<file path="config.mk">
export PLATFORM = sky130hd
export DESIGN_NAME = dsi_status_regs
export DESIGN_NICKNAME = d
export VERILOG_FILES = /design/src/common/dsi_pkg.sv /design/src/verilog/dsi_status_regs.sv
export SDC_FILE = /design/constraint.sdc
export NUM_CORES = 1
export LEC_CHECK = 0
export ABC_AREA = 1
export BUFFER_PORTS_ARGS = -buffer_cell sky130_fd_sc_hd__clkbuf_2
export CAP_MARGIN = 20
export CORE_MARGIN = 4
export CORE_UTILIZATION = 55
export CTS_CLUSTER_SIZE = 12
export DETAILED_ROUTE_END_ITERATION = 10
export PLACE_DENSITY = 0.8
export SLEW_MARGIN = 20
export SYNTH_ARGS = -nofsm -noshare
export SYNTH_HDL_FRONTEND = slang
export SYNTH_SLANG_ARGS = --single-unit
</file>
<file path="constraint.sdc">
create_clock -name clk -period 1.5 [get_ports clk]
set_clock_uncertainty 0.1 [all_clocks]
set_input_delay 0.075 -clock clk [delete_from_list [all_inputs] [get_ports clk]]
set_output_delay 0.075 -clock clk [all_outputs]
set_load 0.005 [all_outputs]
</file>
<file path="src/common/dsi_pkg.sv">
// package: register map, fields and reset values of the dpll status block
package dsi_pkg;
  localparam int ADDR_W = 9;
  localparam int DATA_W = 8;

  localparam logic [8:0] OFS_IRQ_EN_STATE = 9'h05b;
  localparam logic [8:0] OFS_IRQ_EN_LIMIT = 9'h05c;
  localparam logic [8:0] OFS_OFFSET_READBACK_A_B0      = 9'h065;
  localparam logic [8:0] OFS_OFFSET_READBACK_A_B1      = 9'h066;
  localparam logic [8:0] OFS_OFFSET_READBACK_A_B2      = 9'h067;
  localparam logic [8:0] OFS_OFFSET_READBACK_A_B3      = 9'h068;
  localparam logic [8:0] OFS_PHASE_B0     = 9'h07d;
  localparam logic [8:0] OFS_PHASE_B1     = 9'h07e;
  localparam logic [8:0] OFS_PHASE_B2     = 9'h07f;
  localparam logic [8:0] OFS_PHASE_B3     = 9'h080;
  localparam logic [8:0] OFS_FLAGS_STATE  = 9'h059;
  localparam logic [8:0] OFS_FLAGS_LIMIT  = 9'h05a;
  localparam logic [8:0] OFS_NOMINAL_B0   = 9'h090;

  localparam int NOMINAL_W      = 40;
  localparam int NOMINAL_BYTES  = 5;

  localparam int BIT_LOCK_LOSS  = 5;
  localparam int BIT_TRACKING   = 4;
  localparam int BIT_HOLDOVER   = 3;
  localparam int BIT_OFFSET_READBACK_A_LIMIT = 2;

  localparam logic [7:0] MASK_STATE = 8'h38;
  localparam logic [7:0] MASK_LIMIT = 8'h04;
  localparam logic [7:0] RST_BYTE   = 8'h00;
  localparam logic [31:0] RST_WORD  = 32'h0000_0000;
  localparam logic [39:0] RST_NOMINAL = 40'h00_0000_0000;
endpackage

</file>
<file path="src/verilog/dsi_status_regs.sv">
// module: dpll status enables, latched flags, irq status and readbacks
`timescale 1ns/1ps

// Function
// - lock-loss enable bit 5 lets its latched flag raise pll irq status
// - tracking enable bit 4 lets its latched flag raise pll irq status
// - holdover enable bit 3 lets its latched flag raise pll irq status
// - offset_readback_a-limit enable bit 2 lets its latched flag raise irq status
// - frequency readback is 32 bits over four bytes, low address first
// - frequency readback is read-only signed offset to nominal word
// - nominal tuning word is a 40-bit value in its own registers
// - phase readback is 32 bits over four bytes, low address first
// - phase readback is signed present phase-detector output
// - one phase readback step is two to minus ten nanoseconds
// - positive phase means input leads feedback clock
// - lock-loss latched flag sets on any change of lock-loss status
// - offset_readback_a-limit latched flag sets on any change of its status
// - latched flags clear on write of one; zero leaves them
module dsi_status_regs (
  input  wire logic              clk,
  input  wire logic              rstn,
  input  wire logic [8:0]        reg_addr,
  input  wire logic              reg_wr,
  input  wire logic              reg_rd,
  input  wire logic [7:0]        reg_wdata,
  output logic      [7:0]        reg_rdata,
  input  wire logic              lock_loss_status,
  input  wire logic              tracking_status,
  input  wire logic              holdover_status,
  input  wire logic              offset_readback_a_limit_status,
  input  wire logic [31:0]       offset_readback_a,
  input  wire logic [31:0]       phase_detector,
  output logic                   pll_irq_status,
  output logic      [39:0]       nominal_tuning_word
);

  // ----------------------------------------------------------------
  // status input synchronisers
  // ----------------------------------------------------------------
  logic [3:0] sync1_r;
  logic [3:0] sync1_nxt;
  logic [3:0] sync2_r;
  logic [3:0] sync2_nxt;
  logic [3:0] prev_r;
  logic [3:0] prev_nxt;
  logic       prime_r;
  logic       prime_nxt;

  always_comb begin
    sync1_nxt = {lock_loss_status, tracking_status,
                 holdover_status, offset_readback_a_limit_status};
    sync2_nxt = sync1_r;
    prev_nxt  = sync2_r;
    prime_nxt = 1'b1;
  end

  always_ff @(posedge clk or negedge rstn) begin
    if (!rstn) begin
      sync1_r <= 4'h0;
      sync2_r <= 4'h0;
      prev_r  <= 4'h0;
      prime_r <= 1'b0;
    end else begin
      sync1_r <= sync1_nxt;
      sync2_r <= sync2_nxt;
      prev_r  <= prev_nxt;
      prime_r <= prime_nxt;
    end
  end

  // change of any status in either direction
  logic [3:0] change;
  assign change = prime_r ? (sync2_r ^ prev_r) : 4'h0;

  // ----------------------------------------------------------------
  // enables, latched flags, nominal word
  // ----------------------------------------------------------------
  logic [7:0]  en_state_r;
  logic [7:0]  en_state_nxt;
  logic [7:0]  en_limit_r;
  logic [7:0]  en_limit_nxt;
  logic [7:0]  flg_state_r;
  logic [7:0]  flg_state_nxt;
  logic [7:0]  flg_limit_r;
  logic [7:0]  flg_limit_nxt;
  logic [39:0] nom_r;
  logic [39:0] nom_nxt;
  logic        irq_r;
  logic        irq_nxt;

  function automatic logic hit(input logic [8:0] a, input logic [8:0] o);
    hit = (a == o);
  endfunction

  always_comb begin
    en_state_nxt  = en_state_r;
    en_limit_nxt  = en_limit_r;
    flg_state_nxt = flg_state_r;
    flg_limit_nxt = flg_limit_r;
    nom_nxt       = nom_r;
    if (reg_wr) begin
      if (hit(reg_addr, dsi_pkg::OFS_IRQ_EN_STATE)) begin
        en_state_nxt = reg_wdata & dsi_pkg::MASK_STATE;
      end
      if (hit(reg_addr, dsi_pkg::OFS_IRQ_EN_LIMIT)) begin
        en_limit_nxt = reg_wdata & dsi_pkg::MASK_LIMIT;
      end
      if (hit(reg_addr, dsi_pkg::OFS_FLAGS_STATE)) begin
        flg_state_nxt = flg_state_r & ~reg_wdata;
      end
      if (hit(reg_addr, dsi_pkg::OFS_FLAGS_LIMIT)) begin
        flg_limit_nxt = flg_limit_r & ~reg_wdata;
      end
      for (int i = 0; i < dsi_pkg::NOMINAL_BYTES; i++) begin
        if (reg_addr == dsi_pkg::OFS_NOMINAL_B0 + 9'(i)) begin
          nom_nxt[i*8 +: 8] = reg_wdata;
        end
      end
    end
    // set wins over a clear in the same cycle
    if (change[3]) begin
      flg_state_nxt[dsi_pkg::BIT_LOCK_LOSS] = 1'b1;
    end
    if (change[2]) begin
      flg_state_nxt[dsi_pkg::BIT_TRACKING] = 1'b1;
    end
    if (change[1]) begin
      flg_state_nxt[dsi_pkg::BIT_HOLDOVER] = 1'b1;
    end
    if (change[0]) begin
      flg_limit_nxt[dsi_pkg::BIT_OFFSET_READBACK_A_LIMIT] = 1'b1;
    end
    irq_nxt = |(flg_state_nxt & en_state_nxt & dsi_pkg::MASK_STATE)
              | |(flg_limit_nxt & en_limit_nxt & dsi_pkg::MASK_LIMIT);
  end

  always_ff @(posedge clk or negedge rstn) begin
    if (!rstn) begin
      en_state_r  <= dsi_pkg::RST_BYTE;
      en_limit_r  <= dsi_pkg::RST_BYTE;
      flg_state_r <= dsi_pkg::RST_BYTE;
      flg_limit_r <= dsi_pkg::RST_BYTE;
      nom_r       <= dsi_pkg::RST_NOMINAL;
      irq_r       <= 1'b0;
    end else begin
      en_state_r  <= en_state_nxt;
      en_limit_r  <= en_limit_nxt;
      flg_state_r <= flg_state_nxt;
      flg_limit_r <= flg_limit_nxt;
      nom_r       <= nom_nxt;
      irq_r       <= irq_nxt;
    end
  end

  assign pll_irq_status      = irq_r;
  assign nominal_tuning_word = nom_r;

  // ----------------------------------------------------------------
  // readback snapshots and read data
  // ----------------------------------------------------------------
  logic [31:0] frq_snap_r;
  logic [31:0] frq_snap_nxt;
  logic [31:0] phs_snap_r;
  logic [31:0] phs_snap_nxt;
  logic [7:0]  rdata_r;
  logic [7:0]  rdata_nxt;

  always_comb begin
    frq_snap_nxt = frq_snap_r;
    phs_snap_nxt = phs_snap_r;
    rdata_nxt    = rdata_r;
    if (reg_rd) begin
      if (hit(reg_addr, dsi_pkg::OFS_OFFSET_READBACK_A_B0)) begin
        frq_snap_nxt = offset_readback_a;
      end
      if (hit(reg_addr, dsi_pkg::OFS_PHASE_B0)) begin
        phs_snap_nxt = phase_detector;
      end
      rdata_nxt = dsi_pkg::RST_BYTE;
      case (reg_addr)
        dsi_pkg::OFS_IRQ_EN_STATE: rdata_nxt = en_state_r;
        dsi_pkg::OFS_IRQ_EN_LIMIT: rdata_nxt = en_limit_r;
        dsi_pkg::OFS_FLAGS_STATE:  rdata_nxt = flg_state_r;
        dsi_pkg::OFS_FLAGS_LIMIT:  rdata_nxt = flg_limit_r;
        dsi_pkg::OFS_OFFSET_READBACK_A_B0:      rdata_nxt = offset_readback_a[7:0];
        dsi_pkg::OFS_OFFSET_READBACK_A_B1:      rdata_nxt = frq_snap_r[15:8];
        dsi_pkg::OFS_OFFSET_READBACK_A_B2:      rdata_nxt = frq_snap_r[23:16];
        dsi_pkg::OFS_OFFSET_READBACK_A_B3:      rdata_nxt = frq_snap_r[31:24];
        dsi_pkg::OFS_PHASE_B0:     rdata_nxt = phase_detector[7:0];
        dsi_pkg::OFS_PHASE_B1:     rdata_nxt = phs_snap_r[15:8];
        dsi_pkg::OFS_PHASE_B2:     rdata_nxt = phs_snap_r[23:16];
        dsi_pkg::OFS_PHASE_B3:     rdata_nxt = phs_snap_r[31:24];
        default: begin
          for (int i = 0; i < dsi_pkg::NOMINAL_BYTES; i++) begin
            if (reg_addr == dsi_pkg::OFS_NOMINAL_B0 + 9'(i)) begin
              rdata_nxt = nom_r[i*8 +: 8];
            end
          end
        end
      endcase
    end
  end

  always_ff @(posedge clk or negedge rstn) begin
    if (!rstn) begin
      frq_snap_r <= dsi_pkg::RST_WORD;
      phs_snap_r <= dsi_pkg::RST_WORD;
      rdata_r    <= dsi_pkg::RST_BYTE;
    end else begin
      frq_snap_r <= frq_snap_nxt;
      phs_snap_r <= phs_snap_nxt;
      rdata_r    <= rdata_nxt;
    end
  end

  assign reg_rdata = rdata_r;

endmodule

</file>
==> results of run 1 <==
## worst paths after layout
path	startpoint	slack, ns	cells past startpoint	end
hold / removal	reg_rd	0.06	4	reg_rdata[1]
setup reg to reg	phs_snap_r[16]	0.17	8	reg_rdata[0]
min in group asynchronous	rstn	0.51	3	phs_snap_r[29]
max in group asynchronous	rstn	0.20	4	nominal_tuning_word[39]
setup / recovery	phs_snap_r[16]	0.17	8	reg_rdata[0]
hold reg to reg	sync1_r[0]	0.25	0	prev_nxt[0]
## routing by layer
metal | global-route usage [%] | vias up | part of all wire, %
met5 | 0 | - | 0
li1 | - | 2940 | -
met2 | 51.3 | 276 | 49
met3 | 6.11 | 79 | 6.5
met4 | 16.4 | 0 | 4.4
met1 | 39.4 | 3050 | 40
## cell usage in the layout, fill, tap and decap left out, types with 6 or more instances in the layout
cell type,count
mux2_2,30
nand4_1,62
dlygate4sd3_1,65
inv_1,55
nor3_1,10
dfrtp_1,135
nor2_1,75
nand2_1,166
o21ai_1,9
o21ai_0,37
clkbuf_16,17
nand3_1,60
buf_4,55
mux2_4,16
buf_12,8
a21oi_1,6
clkbuf_2,136
## synth_stat cells (all sizes together)
library cell    n  share of area (%)
nand3          61                4.8
nor3           10               0.77
conb            1              0.058
nand4          64                6.5
or2             4               0.39
o21ai          46                3.6
a21oi           6               0.46
o21a            5               0.58
nand2         169                 10
mux2           46                8.9
buf            19                1.7
dfrtp         135                 52
inv            59                3.4
nor2           84                5.7
a21boi          4               0.46
clkbuf         10               0.58
## area by class of cell
type                       count  area, um2
clock buffer                  18        439
clock inverter                14        148
fill                         762       2460
inverter                      59        221
multi-input combinational    500       2740
sequential                   135       3380
tap                          143        179
timing repair buffer         264       1900
## flip-flops by register name, indices dropped and copies added, names as in the netlist, named ones only
register	cells
flg_state_r	5
en_limit_r	1
prev_r	4
en_state_r	3
prime_r	1
frq_snap_r	24
phs_snap_r	24
prev_nxt	4
sync1_r	4
pll_irq_status	1
nominal_tuning_word	40
reg_rdata	8
flg_limit_r	6
## power groups by stage
stage,sequential [mW],clock (mW),combinational [mW]
5_1_grt,3.82,4.37,0.842
3_3_place_gp,3.87,0,0.603
2_1_floorplan,3.85,0,0.224
3_5_place_dp,3.87,0,0.625
6_report,3.81,4.18,0.772
4_1_cts,3.81,4.17,0.761
## cell families after synthesis
kind of cell | after synthesis | synth area share (%)
simple gates | 392 | 28.2
flops | 135 | 52.1
buf+inv | 88 | 5.69
compound gates | 61 | 5.06
mux | 46 | 8.92
other cells | 1 | 0.0578
## worst min-delay path, stage by stage
cell and delay (ns):
clkbuf_2 0.15, buf_4 0.20, nand2_1 0.07, nand2_1 0.04
## through the flow
stage / hold WS (ns) / utilization (%) / TNS [ns] / instances
6_report: 0.0602 / 78.5 / 0 / 1133
3_3_place_gp: -0.120 / 67.7 / -3.72 / 1036
3_5_place_dp: -0.112 / 67.7 / -5.11 / 1036
5_1_grt: 0.0609 / 78.5 / 0 / 1133
4_1_cts: 0.0341 / 78.5 / 0 / 1133
2_1_floorplan: -0.321 / - / 0 / 723
## timing repair
item | in CTS | in global routing
hold buffers | 65 | 0
buffers inserted | 0 | 0
hold endpoints to repair | 230 | 0
==> run_results.csv, run 1 <==
group,metric,value,unit
power,proportion_of_power_drawn_by_flip_flops_and_latches,43.5,%
routing,first_iter_violations,593,
cts,h-tree-depth,4,
global_route,grt-ovfl-total,0,
power,switching_power,2.15,mW
timing,post-route-min-period,1.33,ns
power,power.internal,6.61,mW
worst_setup_path,cpMostUsedCell,"nand2_1",
floorplan,pin_count,138,
synthesis,yosysWarnings,0,
layout,design.final.nets,1066,
timing,final_hold_viol_count,0,
cts,clkLatencyLatePin,0.42,ns
timing,maxSlewViolCount,0,
timing,rsz0062_at_grt,"no",
synthesis,synth_fp_nets,812,
synthesis,sequential_fraction_of_the_synthesis_area,52.1,%
floorplan,die_width,117,um
timing,timing.fmax,0.750,GHz
power,power_frac_clock,47.7,%
global_route,largest_net_degree_at_the_start_of_global_routing,55,
timing,final_period_utilization,88.8,%
worst_setup_path,cp_num_buf_inv,0,
flow_run,cap_viol_max_count,0,
worst_setup_path,cp_slowest_stage_delay,0.39,ns
power,leakage_component_of_the_power,4.82,nW
worst_setup_path,delay_heaviest_family_cp,"simple AND/OR/NAND/NOR gates",
floorplan,dieArea,13600,um2
synthesis,synth.cell_area,6480,um2
power,ir_worst_vdd,1.57,mV
worst_setup_path,critical_path_peak_fanout,2,
synthesis,number_of_unique_standard_cell_types_used_by_synthesis,30,
routing,vias,6345,
layout,postLayoutCellArea,9000,um2
routing,drt_first_pass_iters,6,
worst_hold_path,timing.hold.worst.class,"input port to register",
place,dp_worst_setup_slack,-0.169,ns
power,swShare,24.5,%
synthesis,syn_inst,723,
floorplan,die_y,117,um
timing,finalSetupViolations,0,
cts,cts.sink_count,135,
cts,cts_made_buffers,17,
worst_setup_path,worst_setup_path_start_kind,"register",
global_route,grt_pass1_vias,6284,
global_route,wire_length_of_the_first_global_routing_pass,32000,um
worst_setup_path,critical_path_cell_with_the_highest_stage_delay,"dfrtp_1",
floorplan,fp.coreArea,11500,um2
timing,timing.final.ws_setup,0.168,ns
routing,wl_cell,18.0,um
worst_setup_path,endpoint_kind,"register",
layout,synthToLayoutAreaGrowth,38.9,%
place,dpl-instance-area,7770,um2
floorplan,floorplan.initialDensity,56.5,%
power,combinational_share_of_power,8.8,%
routing,ant_nets,0,
worst_setup_path,worstPathRequired,1.71,ns
worst_setup_path,worst_ep_arrival_time,1.54,ns
power,power,8.76,mW
worst_setup_path,timing.setup.critical_path_class,"register to register",
outcome,outcome,"completed",
global_route,grt_util_all_layers,31.3,%
cts,number_of_cells_upsized_or_downsized_after_cts,0,
power,power.density,973,nW/um2
worst_setup_path,cp_cell_sequence,"nand4_1 -> nand2_1 -> nor2_1 -> nand2_1 -> nor2_1 -> nand2_1 -> nand2_1 -> nand2_1",
synthesis,ys_ff_latch,135,
layout,fraction_of_final_layout_cells_sized_beyond_drive_strength_1,30.3,%
place,gpl.final_weighted_congestion,0.958,
cts,root_buffer,"clkbuf_16",
cts,tritoncts,"built",
synthesis,synth_area_per_cell,8.97,um2
routing,final_routed_wirelength,20400,um
cts,clkSlewWorstSetupHoldPaths,0.06,ns
floorplan,placement_rows,39,
routing,drc_errors,0,
routing,drt-vias-per-instance,5.60,
global_route,grt_antenna_before_repair,0,
cts,cts_buffer_depth,2,
layout,antenna_diode_instance_count,0,
place,io_buffer_count,137,
place,dpl_wire_length,14300,um
No activity file was read; power rests on OpenSTA's default activity.
==> run 2, diff against run 1 <==
--- a/config.mk
+++ b/config.mk
@@ -5,11 +5,10 @@
 export SDC_FILE = /design/constraint.sdc
 export NUM_CORES = 1
 export LEC_CHECK = 0
-export ABC_AREA = 1
 export BUFFER_PORTS_ARGS = -buffer_cell sky130_fd_sc_hd__clkbuf_2
 export CAP_MARGIN = 20
 export CORE_MARGIN = 4
-export CORE_UTILIZATION = 55
+export CORE_UTILIZATION = 54
 export CTS_CLUSTER_SIZE = 12
 export DETAILED_ROUTE_END_ITERATION = 10
 export PLACE_DENSITY = 0.8
==> run 2 against run 1 <==
The run now ends with hold timing, setup timing left. Sequential cell count did not move. Area after synthesis fell by 3.9%. Clock power fell by 1%. Setup slack got worse by 0.31 ns. Via count fell by 14%. Hold slack got worse by 0.079 ns. Sequential power barely moved. Core utilization rose by 3.7 points. Cell count fell by 19%.
==> run_results.csv, run 2 <==
group,metric,value,unit
power,leakage_component_of_the_power,4.54,nW
synthesis,synthTopCellsByArea,"dfrtp_1, mux2_2, a22oi_1, a21boi_0, mux2i_1",
cts,cts.sink_count,135,
timing,finalSetupViolations,3,
place,gpl.final_weighted_congestion,0.946,
synthesis,synth.largest_area_cell,"dfrtp_1",
layout,layout_commonest_cell,"clkbuf_2",
timing,post-route-min-period,1.64,ns
synthesis,number_of_unique_standard_cell_types_used_by_synthesis,61,
floorplan,die_width,115,um
timing,rsz0062_at_grt,"yes",
layout,layout_filler_cell_count,604,
synthesis,synth_fp_nets,567,
layout,final_cell_mix,"clkbuf_2, dfrtp_1, mux2_2",
global_route,grt_antenna_before_repair,0,
timing,final_period_utilization,109,%
synthesis,sequential_fraction_of_the_synthesis_area,54.2,%
global_route,largest_net_degree_at_the_start_of_global_routing,43,
routing,wl_cell,22.6,um
worst_setup_path,worst_ep_arrival_time,1.83,ns
worst_setup_path,worstPathRequired,1.69,ns
floorplan,placement_rows,38,
routing,vias,5453,
global_route,wire_length_of_the_first_global_routing_pass,31900,um
synthesis,syn_inst,478,
cts,h-tree-depth,4,
place,dpl_wire_length,14100,um
cts,clkSlewWorstSetupHoldPaths,0.06,ns
timing,final_hold_viol_count,1,
global_route,grt_util_all_layers,32.1,%
cts,clkLatencyLatePin,0.42,ns
global_route,globalRouteMet3Util,8.83,%
synthesis,synth_top_cells_by_count,"dfrtp_1, mux2_2, nand2_1",
place,dpl-instance-area,7730,um2
global_route,global_route.peak_usage_layer,"met2",
power,power.density,971,nW/um2
floorplan,dieArea,13300,um2
flow_run,cap_viol_max_count,0,
synthesis,netlist.area_leader.share,54.2,%
global_route,grt_pass1_vias,5861,
floorplan,floorplan.initialDensity,56.3,%
floorplan,fp.coreArea,11100,um2
synthesis,most_common_cell_in_the_netlist,"dfrtp_1",
outcome,violations_in_the_final_reports,"hold timing, setup timing",
outcome,outcome,"finished with violations",
power,ir_worst_vdd,1.44,mV
layout,footprint_of_the_multi_input_gates,2820,um2
synthesis,synth-edff-count,0,
layout,number_of_flip_flops_under_the_largest_register_name,40,
layout,design.final.nets,850,
layout,synthToLayoutAreaGrowth,46.2,%
worst_hold_path,hold_path_depth,4,
synthesis,synth_area_per_cell,13.0,um2
cts,cts_buffer_depth,2,
routing,final_routed_wirelength,20600,um
routing,drt_first_pass_iters,5,
synthesis,ys_ff_latch,135,
cts,cts_made_buffers,17,
floorplan,die_y,115,um
synthesis,synth_async_sr_flop_share,100,%
routing,first_iter_violations,548,
routing,drc_errors,0,
routing,drt-vias-per-instance,5.97,
layout,postLayoutCellArea,9110,um2
worst_setup_path,critical_path_peak_fanout,2,
worst_setup_path,timing.setup.critical_path_class,"register to register",
global_route,gr-usage-met1,39.8,%
cts,root_buffer,"clkbuf_16",
synthesis,synth-main-ff-cell,"dfrtp_1",
worst_setup_path,worst_setup_path_start_kind,"register",
worst_hold_path,timing.hold.worst.class,"input port to register",
timing,finalHoldWorstSlack,-0.0185,ns
global_route,globalRouteMet2Util,53.3,%
worst_setup_path,endpoint_kind,"register",
place,io_buffer_count,137,
global_route,grt-ovfl-total,0,
timing,maxSlewViolCount,0,
place,dp_worst_setup_slack,-0.389,ns
timing,timing.fmax,0.610,GHz
cts,tritoncts,"built",
synthesis,yosysWarnings,0,
routing,ant_nets,0,
synthesis,synth.cell_area,6230,um2
floorplan,pin_count,138,
worst_setup_path,worst-r2r-cell-count,5,
layout,ff_latch_area,3380,um2
timing,timing.final.ws_setup,-0.139,ns
layout,antenna_diode_instance_count,0,
layout,fraction_of_final_layout_cells_sized_beyond_drive_strength_1,51.9,%
==> run 2: changes by cell type after synthesis, sizes merged, moves of 44 or more <==
cell	previous run	this run
inv	59	4
mux2	46	100
nand2	169	18
nand3	61	9
nand4	64	6
nor2	84	17
o21ai	46	2
==> run 2: cells by family after synthesis <==
group	synth area share [%]
DFF	54.2
muxes	20.4
AOI/OAI and AO/OA	11.9
and+or+nand+nor	9.82
buffers and inverters	3.05
xor gates and xnor gates	0.562
other	0.0602
==> run 2: layout make-up <==
cell class | instances | share of cell area [%]
clock buffers | 19 | 4.86
clock inverters | 13 | 1.63
inverters | 4 | 0.192
multi-input cells | 311 | 31.0
flip-flops and latches | 135 | 37.1
well taps | 140 | 1.92
repair buffers | 292 | 23.3
==> run 2: per-layer routing <==
metal,wire [um],vias to the layer above
li1,-,2372
met1,8090,2686
met2,10100,332
met3,1670,63
met4,760,0
met5,0,-
==> run 2: worst paths after layout <==
kind	to	slack, ns	start
setup / recovery	reg_rdata[2]	-0.14	frq_snap_r[18]
hold reg to reg	prev_nxt[0]	0.25	sync1_r[0]
max in group asynchronous	flg_state_r[5]	0.70	rstn
hold / removal	reg_rdata[7]	-0.02	offset_readback_a[7]
min in group asynchronous	frq_snap_r[24]	0.04	rstn
setup reg to reg	reg_rdata[2]	-0.14	frq_snap_r[18]
==> run 2: metrics by stage <==
step / cells / power (mW) / setup TNS (ns) / utilization (%)
CTS: 910 / 8.86 / -0.212 / 81.5
global placement: 813 / 4.58 / -16.84 / 69.7
detailed placement: 813 / 4.60 / -17.92 / 69.7
finish: 914 / 8.85 / -0.252 / 82.2
floorplan: 478 / 4.13 / -0.0346 / -
global route: 914 / 9.15 / -0.486 / 82.2
==> run 2: critical path: stages, from the launching register on <==
cell and delay [ns]:
dfrtp_1 0.39, mux2_2 0.28, a22oi_2 0.19, nor2_1 0.11
a2111oi_4 0.30, a31oi_1 0.13
==> run 2: report_power, final <==
group / internal, mW / switching [mW] / total (mW)
Combinational: 0.468 / 0.429 / 0.896
Clock: 2.51 / 1.62 / 4.13
Sequential: 3.75 / 0.0782 / 3.82
==> run 2: timing repair <==
| action | 4_1_cts | 5_1_grt |
|---|---|---|
| setup endpoints to repair | 6 | 16 |
| hold buffers | 62 | 0 |
| setup buffers | 3 | 4 |
| endpoints found under the hold margin | 242 | 0 |
| pin swaps | 7 | 6 |
| gates resized for setup | 13 | 11 |
